--- src/cdrs_pkg.sv ---
// package of the clock divider and reset synchroniser
// assumes one system clock samples every pin of the block
package cdrs_pkg;

    // position of each pin in the synchroniser bank
    localparam int unsigned SYN_OSC = 0;
    localparam int unsigned SYN_EXT = 1;
    localparam int unsigned SYN_SEL = 2;
    localparam int unsigned SYN_REQ = 3;
    localparam int unsigned SYN_W   = 4;

    // first fetch delay, in processor clock half periods (6 1/2 clocks)
    localparam int unsigned FETCH_DELAY_HALF = 13;
    // one processor clock half period is one oscillator cycle
    localparam int unsigned OSC_PER_HALF     = 1;
    localparam int unsigned FETCH_OSC_CYCLES = FETCH_DELAY_HALF * OSC_PER_HALF;

    // fixed start address of the first instruction fetch
    localparam logic [19:0] FETCH_ADDR = 20'hffff0;

    // reset values
    localparam logic RST_CPU_CLK = 1'b1;
    localparam logic RST_REQ     = 1'b1;
    localparam logic RST_SYSRST  = 1'b1;

    // reset sequencer states, one-hot
    typedef enum logic [3:0] {
        ST_RUN   = 4'h1,
        ST_CLEAR = 4'h2,
        ST_RESET = 4'h4,
        ST_START = 4'h8
    } cdrs_state_e;

endpackage

--- src/cdrs_sync.sv ---
// two flip-flop synchroniser bank with edge detection
// assumes the inputs are asynchronous pins and clk_i is the system clock
`timescale 1ns/1ps
module cdrs_sync #(
    parameter int unsigned W = 4
) (
    input  wire logic         clk_i,
    input  wire logic         nrst_i,
    input  wire logic [W-1:0] async_i,
    output logic      [W-1:0] level_o,
    output logic      [W-1:0] rise_o,
    output logic      [W-1:0] fall_o
);
    logic [W-1:0] meta_q;
    logic [W-1:0] sync_q;
    logic [W-1:0] last_q;

    // a bank needs at least one pin
    if (W < 1) begin : g_bad_w
        $error("cdrs_sync: W must be at least 1");
    end

    // one chain per pin; meta_q feeds sync_q only
    for (genvar i = 0; i < W; i++) begin : g_bit
        always_ff @(posedge clk_i) begin
            if (!nrst_i) begin
                meta_q[i] <= 1'b0;
                sync_q[i] <= 1'b0;
                last_q[i] <= 1'b0;
            end else begin
                meta_q[i] <= async_i[i];
                sync_q[i] <= meta_q[i];
                last_q[i] <= sync_q[i];
            end
        end
        assign level_o[i] = sync_q[i];
        assign rise_o[i]  = sync_q[i] & ~last_q[i];
        assign fall_o[i]  = ~sync_q[i] & last_q[i];
    end
endmodule

--- src/cdrs_top.sv ---
// clock divider and reset synchroniser: divides the oscillator by two,
// sequences the clear pulse, system reset and first fetch strobe
// assumes clk_i is far faster than the oscillator so every edge is seen
//
// Notes on behaviour
// - the processor clock is the oscillator divided by two, so its duty is 50 percent whatever the input duty.
// - the clock output toggles only on oscillator falling edges, apart from being set high by the clear pulse, and keeps running during reset.
// - the active-low reset request is sampled on rising oscillator edges.
// - a newly active request starts a one oscillator cycle clear pulse, rising edge to rising edge, that clears the divider.
// - the clock output is high during the clear pulse, goes low on the next falling edge and toggles after that.
// - the request is synchronised to the processor clock and the system reset output updates on its falling edges.
// - the system reset output lasts a whole number of processor clocks that tracks the request length.
// - the system reset output falls on the second processor clock falling edge after the request is sampled inactive.
// - the first fetch from the fixed start address begins 6 1/2 processor clocks after the request goes inactive.
`timescale 1ns/1ps
module cdrs_top
    import cdrs_pkg::*;
#(
    parameter int unsigned FETCH_CYCLES = cdrs_pkg::FETCH_OSC_CYCLES
) (
    input  wire logic        clk_i,
    input  wire logic        nrst_i,
    input  wire logic        osc_in_i,
    input  wire logic        ext_freq_in_i,
    input  wire logic        ext_freq_sel_i,
    input  wire logic        power_on_clear_n_i,
    output logic             osc_out_o,
    output logic             cpu_clock_out_o,
    output logic             sys_reset_o,
    output logic             clear_pulse_o,
    output logic             fetch_start_o,
    output logic [19:0]      fetch_addr_o
);
    import cdrs_pkg::*;

    // range that the four bit fetch counter can serve
    if (FETCH_CYCLES < 1 || FETCH_CYCLES > 15) begin : g_bad_fetch
        $error("cdrs_top: FETCH_CYCLES must be 1..15");
    end

    localparam logic [3:0] FETCH_LAST = 4'(FETCH_CYCLES - 1);

    logic [SYN_W-1:0] syn_lvl;
    logic [SYN_W-1:0] syn_rise;
    logic [SYN_W-1:0] syn_fall;
    logic             osc_lvl;
    logic             osc_rise;
    logic             osc_fall;
    logic             req_act;
    logic             cpu_fall_evt;
    logic             req_samp_q;
    logic             stage1_q;
    logic             sys_reset_q;
    logic             cpu_clk_q;
    logic             osc_out_q;
    logic             fetch_q;
    logic [19:0]      fetch_addr_q;
    logic [3:0]       cnt_q;
    cdrs_state_e      state_q;

    // every pin passes two flip-flops first
    cdrs_sync #(
        .W       (SYN_W)
    ) u_sync (
        .clk_i   (clk_i),
        .nrst_i  (nrst_i),
        .async_i ({power_on_clear_n_i, ext_freq_sel_i, ext_freq_in_i, osc_in_i}),
        .level_o (syn_lvl),
        .rise_o  (syn_rise),
        .fall_o  (syn_fall)
    );

    // source select; a change of source may look like one extra edge
    assign osc_lvl  = syn_lvl[SYN_SEL] ? syn_lvl[SYN_EXT]  : syn_lvl[SYN_OSC];
    assign osc_rise = syn_lvl[SYN_SEL] ? syn_rise[SYN_EXT] : syn_rise[SYN_OSC];
    assign osc_fall = syn_lvl[SYN_SEL] ? syn_fall[SYN_EXT] : syn_fall[SYN_OSC];
    assign req_act  = ~syn_lvl[SYN_REQ];

    // processor clock falling edge happens on an oscillator falling edge
    assign cpu_fall_evt = osc_fall & cpu_clk_q & (state_q != ST_CLEAR);

    // request taken only on rising oscillator edges
    always_ff @(posedge clk_i) begin
        if (!nrst_i) begin
            req_samp_q <= RST_REQ;
        end else if (osc_rise) begin
            req_samp_q <= req_act;
        end
    end

    // reset sequencer: clear pulse, reset hold, fetch delay
    always_ff @(posedge clk_i) begin
        if (!nrst_i) begin
            state_q <= ST_RESET;
            cnt_q   <= 4'h0;
            fetch_q <= 1'b0;
        end else begin
            fetch_q <= 1'b0;
            if (osc_rise) begin
                case (state_q)
                    ST_RUN: begin
                        if (req_act) state_q <= ST_CLEAR;
                    end
                    ST_CLEAR: begin
                        state_q <= ST_RESET;
                    end
                    ST_RESET: begin
                        if (!req_act) begin
                            state_q <= ST_START;
                            cnt_q   <= 4'h0;
                        end
                    end
                    ST_START: begin
                        if (req_act) begin
                            state_q <= ST_CLEAR;
                        end else if (cnt_q == FETCH_LAST) begin
                            state_q <= ST_RUN;
                            fetch_q <= 1'b1;
                        end else begin
                            cnt_q <= cnt_q + 4'h1;
                        end
                    end
                    default: begin
                        state_q <= ST_RESET;
                    end
                endcase
            end
        end
    end

    // divide by two; forced high during the clear pulse
    always_ff @(posedge clk_i) begin
        if (!nrst_i) begin
            cpu_clk_q <= RST_CPU_CLK;
        end else if (state_q == ST_CLEAR) begin
            cpu_clk_q <= 1'b1;
        end else if (osc_fall) begin
            cpu_clk_q <= ~cpu_clk_q;
        end
    end

    // two stage resync on processor clock falling edges
    always_ff @(posedge clk_i) begin
        if (!nrst_i) begin
            stage1_q    <= RST_SYSRST;
            sys_reset_q <= RST_SYSRST;
        end else if (cpu_fall_evt) begin
            stage1_q    <= req_samp_q;
            sys_reset_q <= stage1_q;
        end
    end

    // processor clock falls since the sampled request went inactive, for the release check
    logic [1:0] rel_cnt_q;
    always_ff @(posedge clk_i) begin
        if (!nrst_i) begin
            rel_cnt_q <= 2'h0;
        end else if (req_samp_q) begin
            rel_cnt_q <= 2'h0;
        end else if (cpu_fall_evt && rel_cnt_q != 2'h3) begin
            rel_cnt_q <= rel_cnt_q + 2'h1;
        end
    end

    // crystal drive and fixed fetch address
    always_ff @(posedge clk_i) begin
        if (!nrst_i) begin
            osc_out_q    <= 1'b1;
            fetch_addr_q <= FETCH_ADDR;
        end else begin
            osc_out_q    <= ~osc_lvl;
            fetch_addr_q <= FETCH_ADDR;
        end
    end

    // clear pulse is shown as registered
    logic clear_q;
    always_ff @(posedge clk_i) begin
        if (!nrst_i) begin
            clear_q <= 1'b0;
        end else begin
            clear_q <= (state_q == ST_CLEAR);
        end
    end

    assign osc_out_o       = osc_out_q;
    assign cpu_clock_out_o = cpu_clk_q;
    assign sys_reset_o     = sys_reset_q;
    assign clear_pulse_o   = clear_q;
    assign fetch_start_o   = fetch_q;
    assign fetch_addr_o    = fetch_addr_q;

    // checks on clock, clear and reset sequencing
    clk_fall_only_a: assert property (@(posedge clk_i) disable iff (!nrst_i)
        $changed(cpu_clk_q) |-> $past(osc_fall) || $past(state_q == ST_CLEAR))
        else $error("clock output changed without a falling oscillator edge");

    clk_divides_a: assert property (@(posedge clk_i) disable iff (!nrst_i)
        (osc_fall && state_q != ST_CLEAR) |=> $changed(cpu_clk_q))
        else $error("clock output missed a toggle");

    clear_high_a: assert property (@(posedge clk_i) disable iff (!nrst_i)
        (state_q == ST_CLEAR) |=> cpu_clk_q)
        else $error("clock output low during clear");

    clear_start_a: assert property (@(posedge clk_i) disable iff (!nrst_i)
        (osc_rise && state_q == ST_RUN && req_act) |=> (state_q == ST_CLEAR))
        else $error("clear pulse did not start");

    clear_one_osc_a: assert property (@(posedge clk_i) disable iff (!nrst_i)
        (osc_rise && state_q == ST_CLEAR) |=> (state_q == ST_RESET))
        else $error("clear pulse longer than one oscillator cycle");

    sample_rise_a: assert property (@(posedge clk_i) disable iff (!nrst_i)
        $changed(req_samp_q) |-> $past(osc_rise))
        else $error("request sampled off a rising edge");

    reset_on_fall_a: assert property (@(posedge clk_i) disable iff (!nrst_i)
        $changed(sys_reset_q) |-> $past(cpu_fall_evt))
        else $error("system reset changed off a clock falling edge");

    reset_release_a: assert property (@(posedge clk_i) disable iff (!nrst_i)
        $fell(sys_reset_q) |-> rel_cnt_q == 2'h2)
        else $error("system reset released early");

    reset_tracks_a: assert property (@(posedge clk_i) disable iff (!nrst_i)
        (cpu_fall_evt && stage1_q) |=> sys_reset_q)
        else $error("system reset dropped while request held");

    fetch_start_a: assert property (@(posedge clk_i) disable iff (!nrst_i)
        fetch_q |-> $past(state_q == ST_START && cnt_q == FETCH_LAST && osc_rise))
        else $error("fetch strobe at wrong time");

    clear_seen_c:   cover property (@(posedge clk_i) disable iff (!nrst_i) state_q == ST_CLEAR);
    reset_drop_c:   cover property (@(posedge clk_i) disable iff (!nrst_i) $fell(sys_reset_q));
    fetch_seen_c:   cover property (@(posedge clk_i) disable iff (!nrst_i) fetch_q);
    reclear_c:      cover property (@(posedge clk_i) disable iff (!nrst_i)
        state_q == ST_START ##1 state_q == ST_CLEAR);
endmodule

--- config.mk ---
export PLATFORM = sky130hd
export DESIGN_NAME = cdrs_top
export DESIGN_NICKNAME = d
export VERILOG_FILES = /design/src/cdrs_pkg.sv /design/src/cdrs_sync.sv /design/src/cdrs_top.sv
export SDC_FILE = /design/constraint.sdc
export NUM_CORES = 1
export LEC_CHECK = 0
export ABC_AREA = 1
export BUFFER_PORTS_ARGS = -buffer_cell sky130_fd_sc_hd__buf_4
export CAP_MARGIN = 20
export CORE_MARGIN = 5
export CORE_UTILIZATION = 52
export CTS_CLUSTER_DIAMETER = 150
export DETAILED_ROUTE_END_ITERATION = 10
export GPL_TIMING_DRIVEN = 0
export PLACE_DENSITY_LB_ADDON = 0.25
export SLEW_MARGIN = 20
export SYNTH_ARGS = -nofsm -noshare
export SYNTH_HDL_FRONTEND = slang
export SYNTH_SLANG_ARGS = --single-unit
--- constraint.sdc ---
create_clock -name clk_i -period 1.65 [get_ports clk_i]
set_clock_uncertainty 0.15 [all_clocks]
set_input_delay 0.2475 -clock clk_i [delete_from_list [all_inputs] [get_ports clk_i]]
set_output_delay 0.2475 -clock clk_i [all_outputs]
set_load 0.1 [all_outputs]
==> summary.md, run 1 <==
| Metric | Value |
|---|---|
| Clk pin slew, worst setup/hold paths | roughly 0.14 ns |
| Worst-case clock buffer depth | 2 |
| Critical-path top delay cell | dfxtp_1 |
| Endpoints failing hold | 0 |
| Routed Antenna Nets | 0 |
| Ys Warns | 0 |
| Gate power share | 27.4% |
| # clock sinks | 25 |
| Design area | 1510 um2 |
| Final worst path period share | 93.0% |
| RSZ-0062 raised after global routing | false |
| Worst path required time | 1.72 ns |
| First-pass GRT wire length | 3480 um |
| Post-CTS Setup Inserts | 0 |
| Max_cap viols | 0 |
| CP Cell Sequence | inv_1 > ha_1 > nand3_2 > nand3_2 > nand2_1 > nor2_1 > nand2_1 > nand2_1 > nor2_1 |
| Final min period | between 1.5 and 2 ns |
| Placed Area | 1440 um2 |
| Pwr Total | 0.00125 W |
| Initial antenna violation count | 0 |
| Worst setup SP type | flop |
| Starting DRT DRC Count | 19 |
| Max VDD drop | 657 uV |
| Ys async rst share | 0% |
| Share of cells above drive strength 1 | 26.1% |
| Synth area leaders | dfxtp_1 40%, buf_4 12%, nand2_1 9.5% |
| FF+latch count, synth | 25 |
| # setup viols final | 0 |
| Sequential share of power | 50.7% |
| Switching share of total power | between 30% and 40% |
| P per Cell Area | between 800 and 900 nW/um2 |
| # rows | 17 |
| ANT cells | 0 |
| Register area share after synthesis | 39.7% |
| Largest net degree at the start of global routing | 16 |
| Die Span Y | 59.2 um |
| CTS buffer count | 3 |
| Worst EP arrival | 1.60 ns |
| CTS root buffer | clkbuf_4 |
| Cell with the most instances after synthesis | nand2_1 |
| CP endpoint kind | flop |
| Post-Syn Instances | 167 |
| Final GP Congestion | 0.845 |
| Syn avg cell area | 7.54 um2 |
| Die area | 3510 um2 |
| Post-synth top area cell | dfxtp_1 |
| Grt total ovfl | 0 |
| Critical path buffers and inverters | 1 |
| Post-synth top cells | 32 x nand2_1, 25 x dfxtp_1, 20 x buf_4, 20 x inv_1, 17 x nor2_1 |
| I/O Pins | 31 |
| CTS tree | built |
| Main synth FF type | dfxtp_1 |
| Outcome | finished, final reports clean |
| Internal | about 0.0008 W |
| Final WL | 2070 um |
| First-pass iteration count of the detailed router | 4 |
| Cell repeated most along the worst path | nand2_1 |
| H-Tree Depth | 1 |
| WL/cell | ~9 um |
| Synthesis-to-layout area growth | 19.7% |
| Final core utilization | between 60% and 70% |
| Hold Crit Class | input port to flop |
| DP HPWL | between 1500 and 2000 um |
| Maximum fanout along the worst path | 5 |
| Clk_lat worst skew | roughly 0.32 ns |
| Psw | 0.000465 W |
| Area share of the largest cell type after synthesis | between 30 and 40% |
| Post-synth EDFFs | 0 |
| Tot GR Track Use | 12.4% |
| Max Clock Freq | 651 MHz |
| Via count | 1020 |
| Post-synthesis cell area | 1260 um2 |
| Fin nets | between 200 and 250 |
| Yosys cell types | 27 |
| Share of total power in the clock network | 21.9% |
| DR DRC count | 0 |
| Worst path max stage delay | 0.37 ns |
| Horiz. Die Dim | 59.2 um |
| Vias in the first global route | 876 |
| Via-per-instance ratio | 4.42 |
| CP top delay family | simple AND/OR/NAND/NOR gates |
| Slew Limit Fails | 0 |
| Static Leakage | between 0.7 and 0.8 nW |
| Number of port buffers | 10 |
| Placeable Area | 2250 um2 |
| Crit path kind | flop to flop |
| Setup Total Neg Slack | 0 ns |
| Initial core utilization | a little under three fifths |
power groups by stage:
stage               registers (W)  logic [W]  clock network (W)
finish                   0.000635   0.000343           0.000273
global route             0.000638   0.000360           0.000312
CTS                      0.000635   0.000340           0.000286
detailed placement       0.000648   0.000333                  0
global placement         0.000647   0.000330                  0
floorplan                0.000668   0.000286                  0
layout make-up:
cell class | count | area (um2)
Timing Repair Buffer | 14 | 115
Sequential cell | 25 | 500
Buffer | 22 | 159
Clock buffer | 3 | 22.5
Multi-Input combinational cell | 111 | 567
Tap cell | 28 | 35.0
Fill cell | 207 | 747
Inverter | 27 | 101
Clock inverter | 1 | 7.51
flip-flops by register name (all words and copies together) (netlist names):
register and flops:
sys_reset_o 1, fetch_start_o 1, osc_out_o 1, u_sync.last_q 2
u_sync.level_o 4, stage1_q 1, cpu_clock_out_o 1, clear_pulse_o 1
cnt_q 4, u_sync.meta_q 4, state_q 4, req_samp_q 1
metal layers:
metal / global-route usage (%) / up-vias / part of all wire (%)
met5: 0 / - / 0
met4: 3.88 / 0 / 0.34
met3: 2.18 / 2 / 7.2
met2: 21.4 / 25 / 47
met1: 15.5 / 445 / 46
li1: - / 548 / -
what timing repair did:
item	in CTS	in global routing
hold buffers	4	0
hold endpoints to repair	4	0
gates resized for setup	0	0
placed cells by master, fill, tap and decap left out, drive strengths merged:
cell / count
clkinvlp: 1
nand4: 5
or2: 1
nand2: 36
buf: 31
a31o: 1
dfxtp: 25
nor4: 1
clkbuf: 4
conb: 20
xnor2: 2
clkinv: 1
a21oi: 5
ha: 2
dlygate4sd3: 4
o22ai: 1
nand3: 15
inv: 26
nor2: 18
o21ai: 4
cells by family after synthesis:
group / synth area share (%)
other: 0.596
flip-flops: 39.7
buffers and inverters: 20.7
AND/OR/NAND/NOR: 29.2
AO/OA/AOI/OAI: 6.45
adder cells (fa/ha/maj): 1.99
XOR/XNOR: 1.39
stage by stage:
stage,std cells,setup WS (ns),hold WS (ns)
final,231,0.115,0.0835
after floorplan,185,0.0341,0.195
after CTS,231,0.110,0.0817
after detailed placement,223,0.133,0.251
after global placement,223,0.194,0.243
after global routing,231,0.0193,0.0847
final timing paths:
path | slack (ns) | endpoint | start | cells past startpoint
setup / recovery | 0.11 | state_q[0] | cnt_q[0] | 9
hold / removal | 0.08 | clear_pulse_o | nrst_i | 3
setup reg to reg | 0.11 | state_q[0] | cnt_q[0] | 9
hold reg to reg | 0.26 | u_sync.level_o[0] | u_sync.meta_q[0] | 2
worst reg2reg max path, delay by kind of cell (launching register included):
kind | cells | cell delay (ns)
fa+ha+maj | 1 | 0.16
buf+inv | 1 | 0.09
simple gates | 7 | 0.68
flops | 1 | 0.37
No activity file was read; power rests on OpenSTA's default activity.
==> run 2: changes to the inputs <==
--- a/config.mk
+++ b/config.mk
@@ -9,7 +9,8 @@
 export BUFFER_PORTS_ARGS = -buffer_cell sky130_fd_sc_hd__buf_4
 export CAP_MARGIN = 20
 export CORE_MARGIN = 5
-export CORE_UTILIZATION = 52
+export CORE_UTILIZATION = 49
+export CTS_BUF_LIST = sky130_fd_sc_hd__clkbuf_8
 export CTS_CLUSTER_DIAMETER = 150
 export DETAILED_ROUTE_END_ITERATION = 10
 export GPL_TIMING_DRIVEN = 0
==> constraint.sdc (replaced) <==
create_clock -name clk_i -period 1.3 [get_ports clk_i]
set_clock_uncertainty 0.15 [all_clocks]
set_input_delay 0.195 -clock clk_i [delete_from_list [all_inputs] [get_ports clk_i]]
set_output_delay 0.195 -clock clk_i [all_outputs]
set_load 0.1 [all_outputs]
==> run 2 against run 1 <==
Effect of this change: the flow now finishes with violations (negative setup slack); total power grew 39%; cell count grew 4.8%; utilization grew 2.0 points; non-clock buffer count grew 9; critical path depth is the same; via count grew 7.4%; register-to-register slack lost 0.16 ns; worst setup slack lost 0.16 ns; routed wire length grew 17%; maximum frequency grew 15%; sequential cell count is the same; critical path type unchanged; largest power group unchanged.
==> summary.md, run 2 (synthesis results as in run 1) <==
| Metric | Value |
|---|---|
| Outcome | complete, but fails checks |
| Failing checks | negative setup slack |
| Share of cells above drive strength 1 | between 40% and 50% |
| First-pass GRT wire length | 4120 um |
| Routed Antenna Nets | 0 |
| Horiz. Die Dim | 60.7 um |
| I/O Pins | 31 |
| Initial core utilization | 50.9% |
| Worst setup SP type | flop |
| Grt total ovfl | 0 |
| Via-per-instance ratio | between 4 and 5 |
| Static Leakage | 0.837 nW |
| Synthesis-to-layout area growth | 35.5% |
| Initial antenna violation count | 0 |
| CTS buffer count | 3 |
| CP endpoint kind | flop |
| Met3 wire len | 159 um |
| H-Tree Depth | 1 |
| Top Metal Used | met4 |
| P per Cell Area | 1020 nW/um2 |
| Die area | 3690 um2 |
| # setup viols final | 6 |
| Worst path required time | 1.32 ns |
| Slew Limit Fails | 0 |
| Clk pin slew, worst setup/hold paths | roughly 0.090 ns |
| DR DRC count | 0 |
| Final GP Congestion | 0.807 |
| Hold Crit Class | input port to flop |
| Largest net degree at the start of global routing | 16 |
| Number of port buffers | 10 |
| Worst EP arrival | 1.36 ns |
| Worst-case clock buffer depth | 2 |
| Wire length on met2 | 1210 um |
| Starting DRT DRC Count | 16 |
| Vias in the first global route | 997 |
| # rows | 18 |
| Via count | between 1000 and 1500 |
| Most frequent cells in the layout | 38 x buf_4, 26 x nand2_1, 20 x conb_1 |
| Setup WS pre-CTS | -0.0987 ns |
| Final core utilization | 68.9% |
| Crit path kind | flop to flop |
| Tot GR Track Use | 14.4% |
| RSZ-0062 raised after global routing | true |
| M1 WL | 1020 um |
| # clock sinks | 25 |
| Setup Total Neg Slack | -0.122 ns |
| First-pass iteration count of the detailed router | 4 |
| Placeable Area | roughly 2500 um2 |
| Final WS setup | -0.0402 ns |
| Final worst path period share | 103% |
| Endpoints failing hold | 0 |
| WL/cell | 9.99 um |
| Commonest non-fill, non-tap cell in the layout | buf_4 |
| Fin nets | 221 |
| Die Span Y | about 61 um |
| Final min period | 1.34 ns |
| Final WL | 2420 um |
| DP HPWL | 1700 um |
| Max Clock Freq | 746 MHz |
| Max_cap viols | 0 |
| Max VDD drop | roughly 960 uV |
| Maximum fanout along the worst path | 3 |
| Clk_lat worst skew | 0.27 ns |
| CTS tree | built |
| CTS root buffer | clkbuf_8 |
| ANT cells | 0 |
## run 2: cell count changes in the layout (fill, tap and decap cells not counted), moves of 3 or more
cell,delta
nor2_1,-4
nand2_2,+5
clkbuf_8,+3
dfxtp_1,-12
nand3_1,-3
nand2_1,-6
buf_4,+8
nor2_2,+3
dfxtp_2,+10
inv_1,-3
clkbuf_4,-3
## run 2: report_power, final
group	internal (W)	switching [W]
Combinational	0.000106	0.000357
Clock	0.000217	0.000250
Sequential	0.000788	0.0000171
## run 2: area by class of cell
class	count	area, um2
flip-flops and latches	25	520
plain buffers	22	159
fillers	204	771
inverters	27	104
clock buffers	3	41.3
repair buffers	23	186
clock inverters	1	7.51
multi-input cells	111	651
well taps	30	37.5
## run 2: layer usage
metal | global-route usage [%] | vias up
met2 | 24.9 | 29
met1 | 18.2 | 495
met3 | 3.19 | 5
met5 | 0 | -
met4 | 3.72 | 0
li1 | - | 566
## run 2: metrics by stage
stage | power [W] | hold WS, ns | instance area (um2) | cells
6_report | 0.00174 | 0.105 | 1710 | 242
2_1_floorplan | 0.00121 | 0.143 | 1360 | 185
3_5_place_dp | 0.00125 | 0.231 | 1470 | 225
5_1_grt | 0.00181 | 0.126 | 1710 | 242
3_3_place_gp | 0.00124 | 0.227 | 1470 | 225
4_1_cts | 0.00173 | 0.102 | 1670 | 241
## run 2: timing repair
action | 4_1_cts | 5_1_grt
cloned | 0 | 0
gates resized for setup | 19 | 12
hold buffers | 4 | 0
endpoints found under the setup margin | 9 | 13
buffers inserted | 8 | 1
endpoints found under the hold margin | 4 | 0
pin swaps | 11 | 3
## run 2: worst paths after layout
kind | slack (ns) | start | cells after the start | end
max | -0.04 | cnt_q[1] | 9 | state_q[0]
min | 0.11 | nrst_i | 3 | clear_pulse_o
max reg2reg | -0.04 | cnt_q[1] | 9 | state_q[0]
min reg2reg | 0.26 | u_sync.meta_q[3] | 2 | u_sync.level_o[3]
## run 2: critical path, cell delays in order, from the launching register on
cell and delay, ns:
dfxtp_4 0.35, inv_2 0.06, ha_4 0.13, nand3_4 0.10, nand3_2 0.11, nand2_2 0.07
nor2_4 0.13, nand2_1 0.06, nand2_1 0.05, nor2_1 0.03
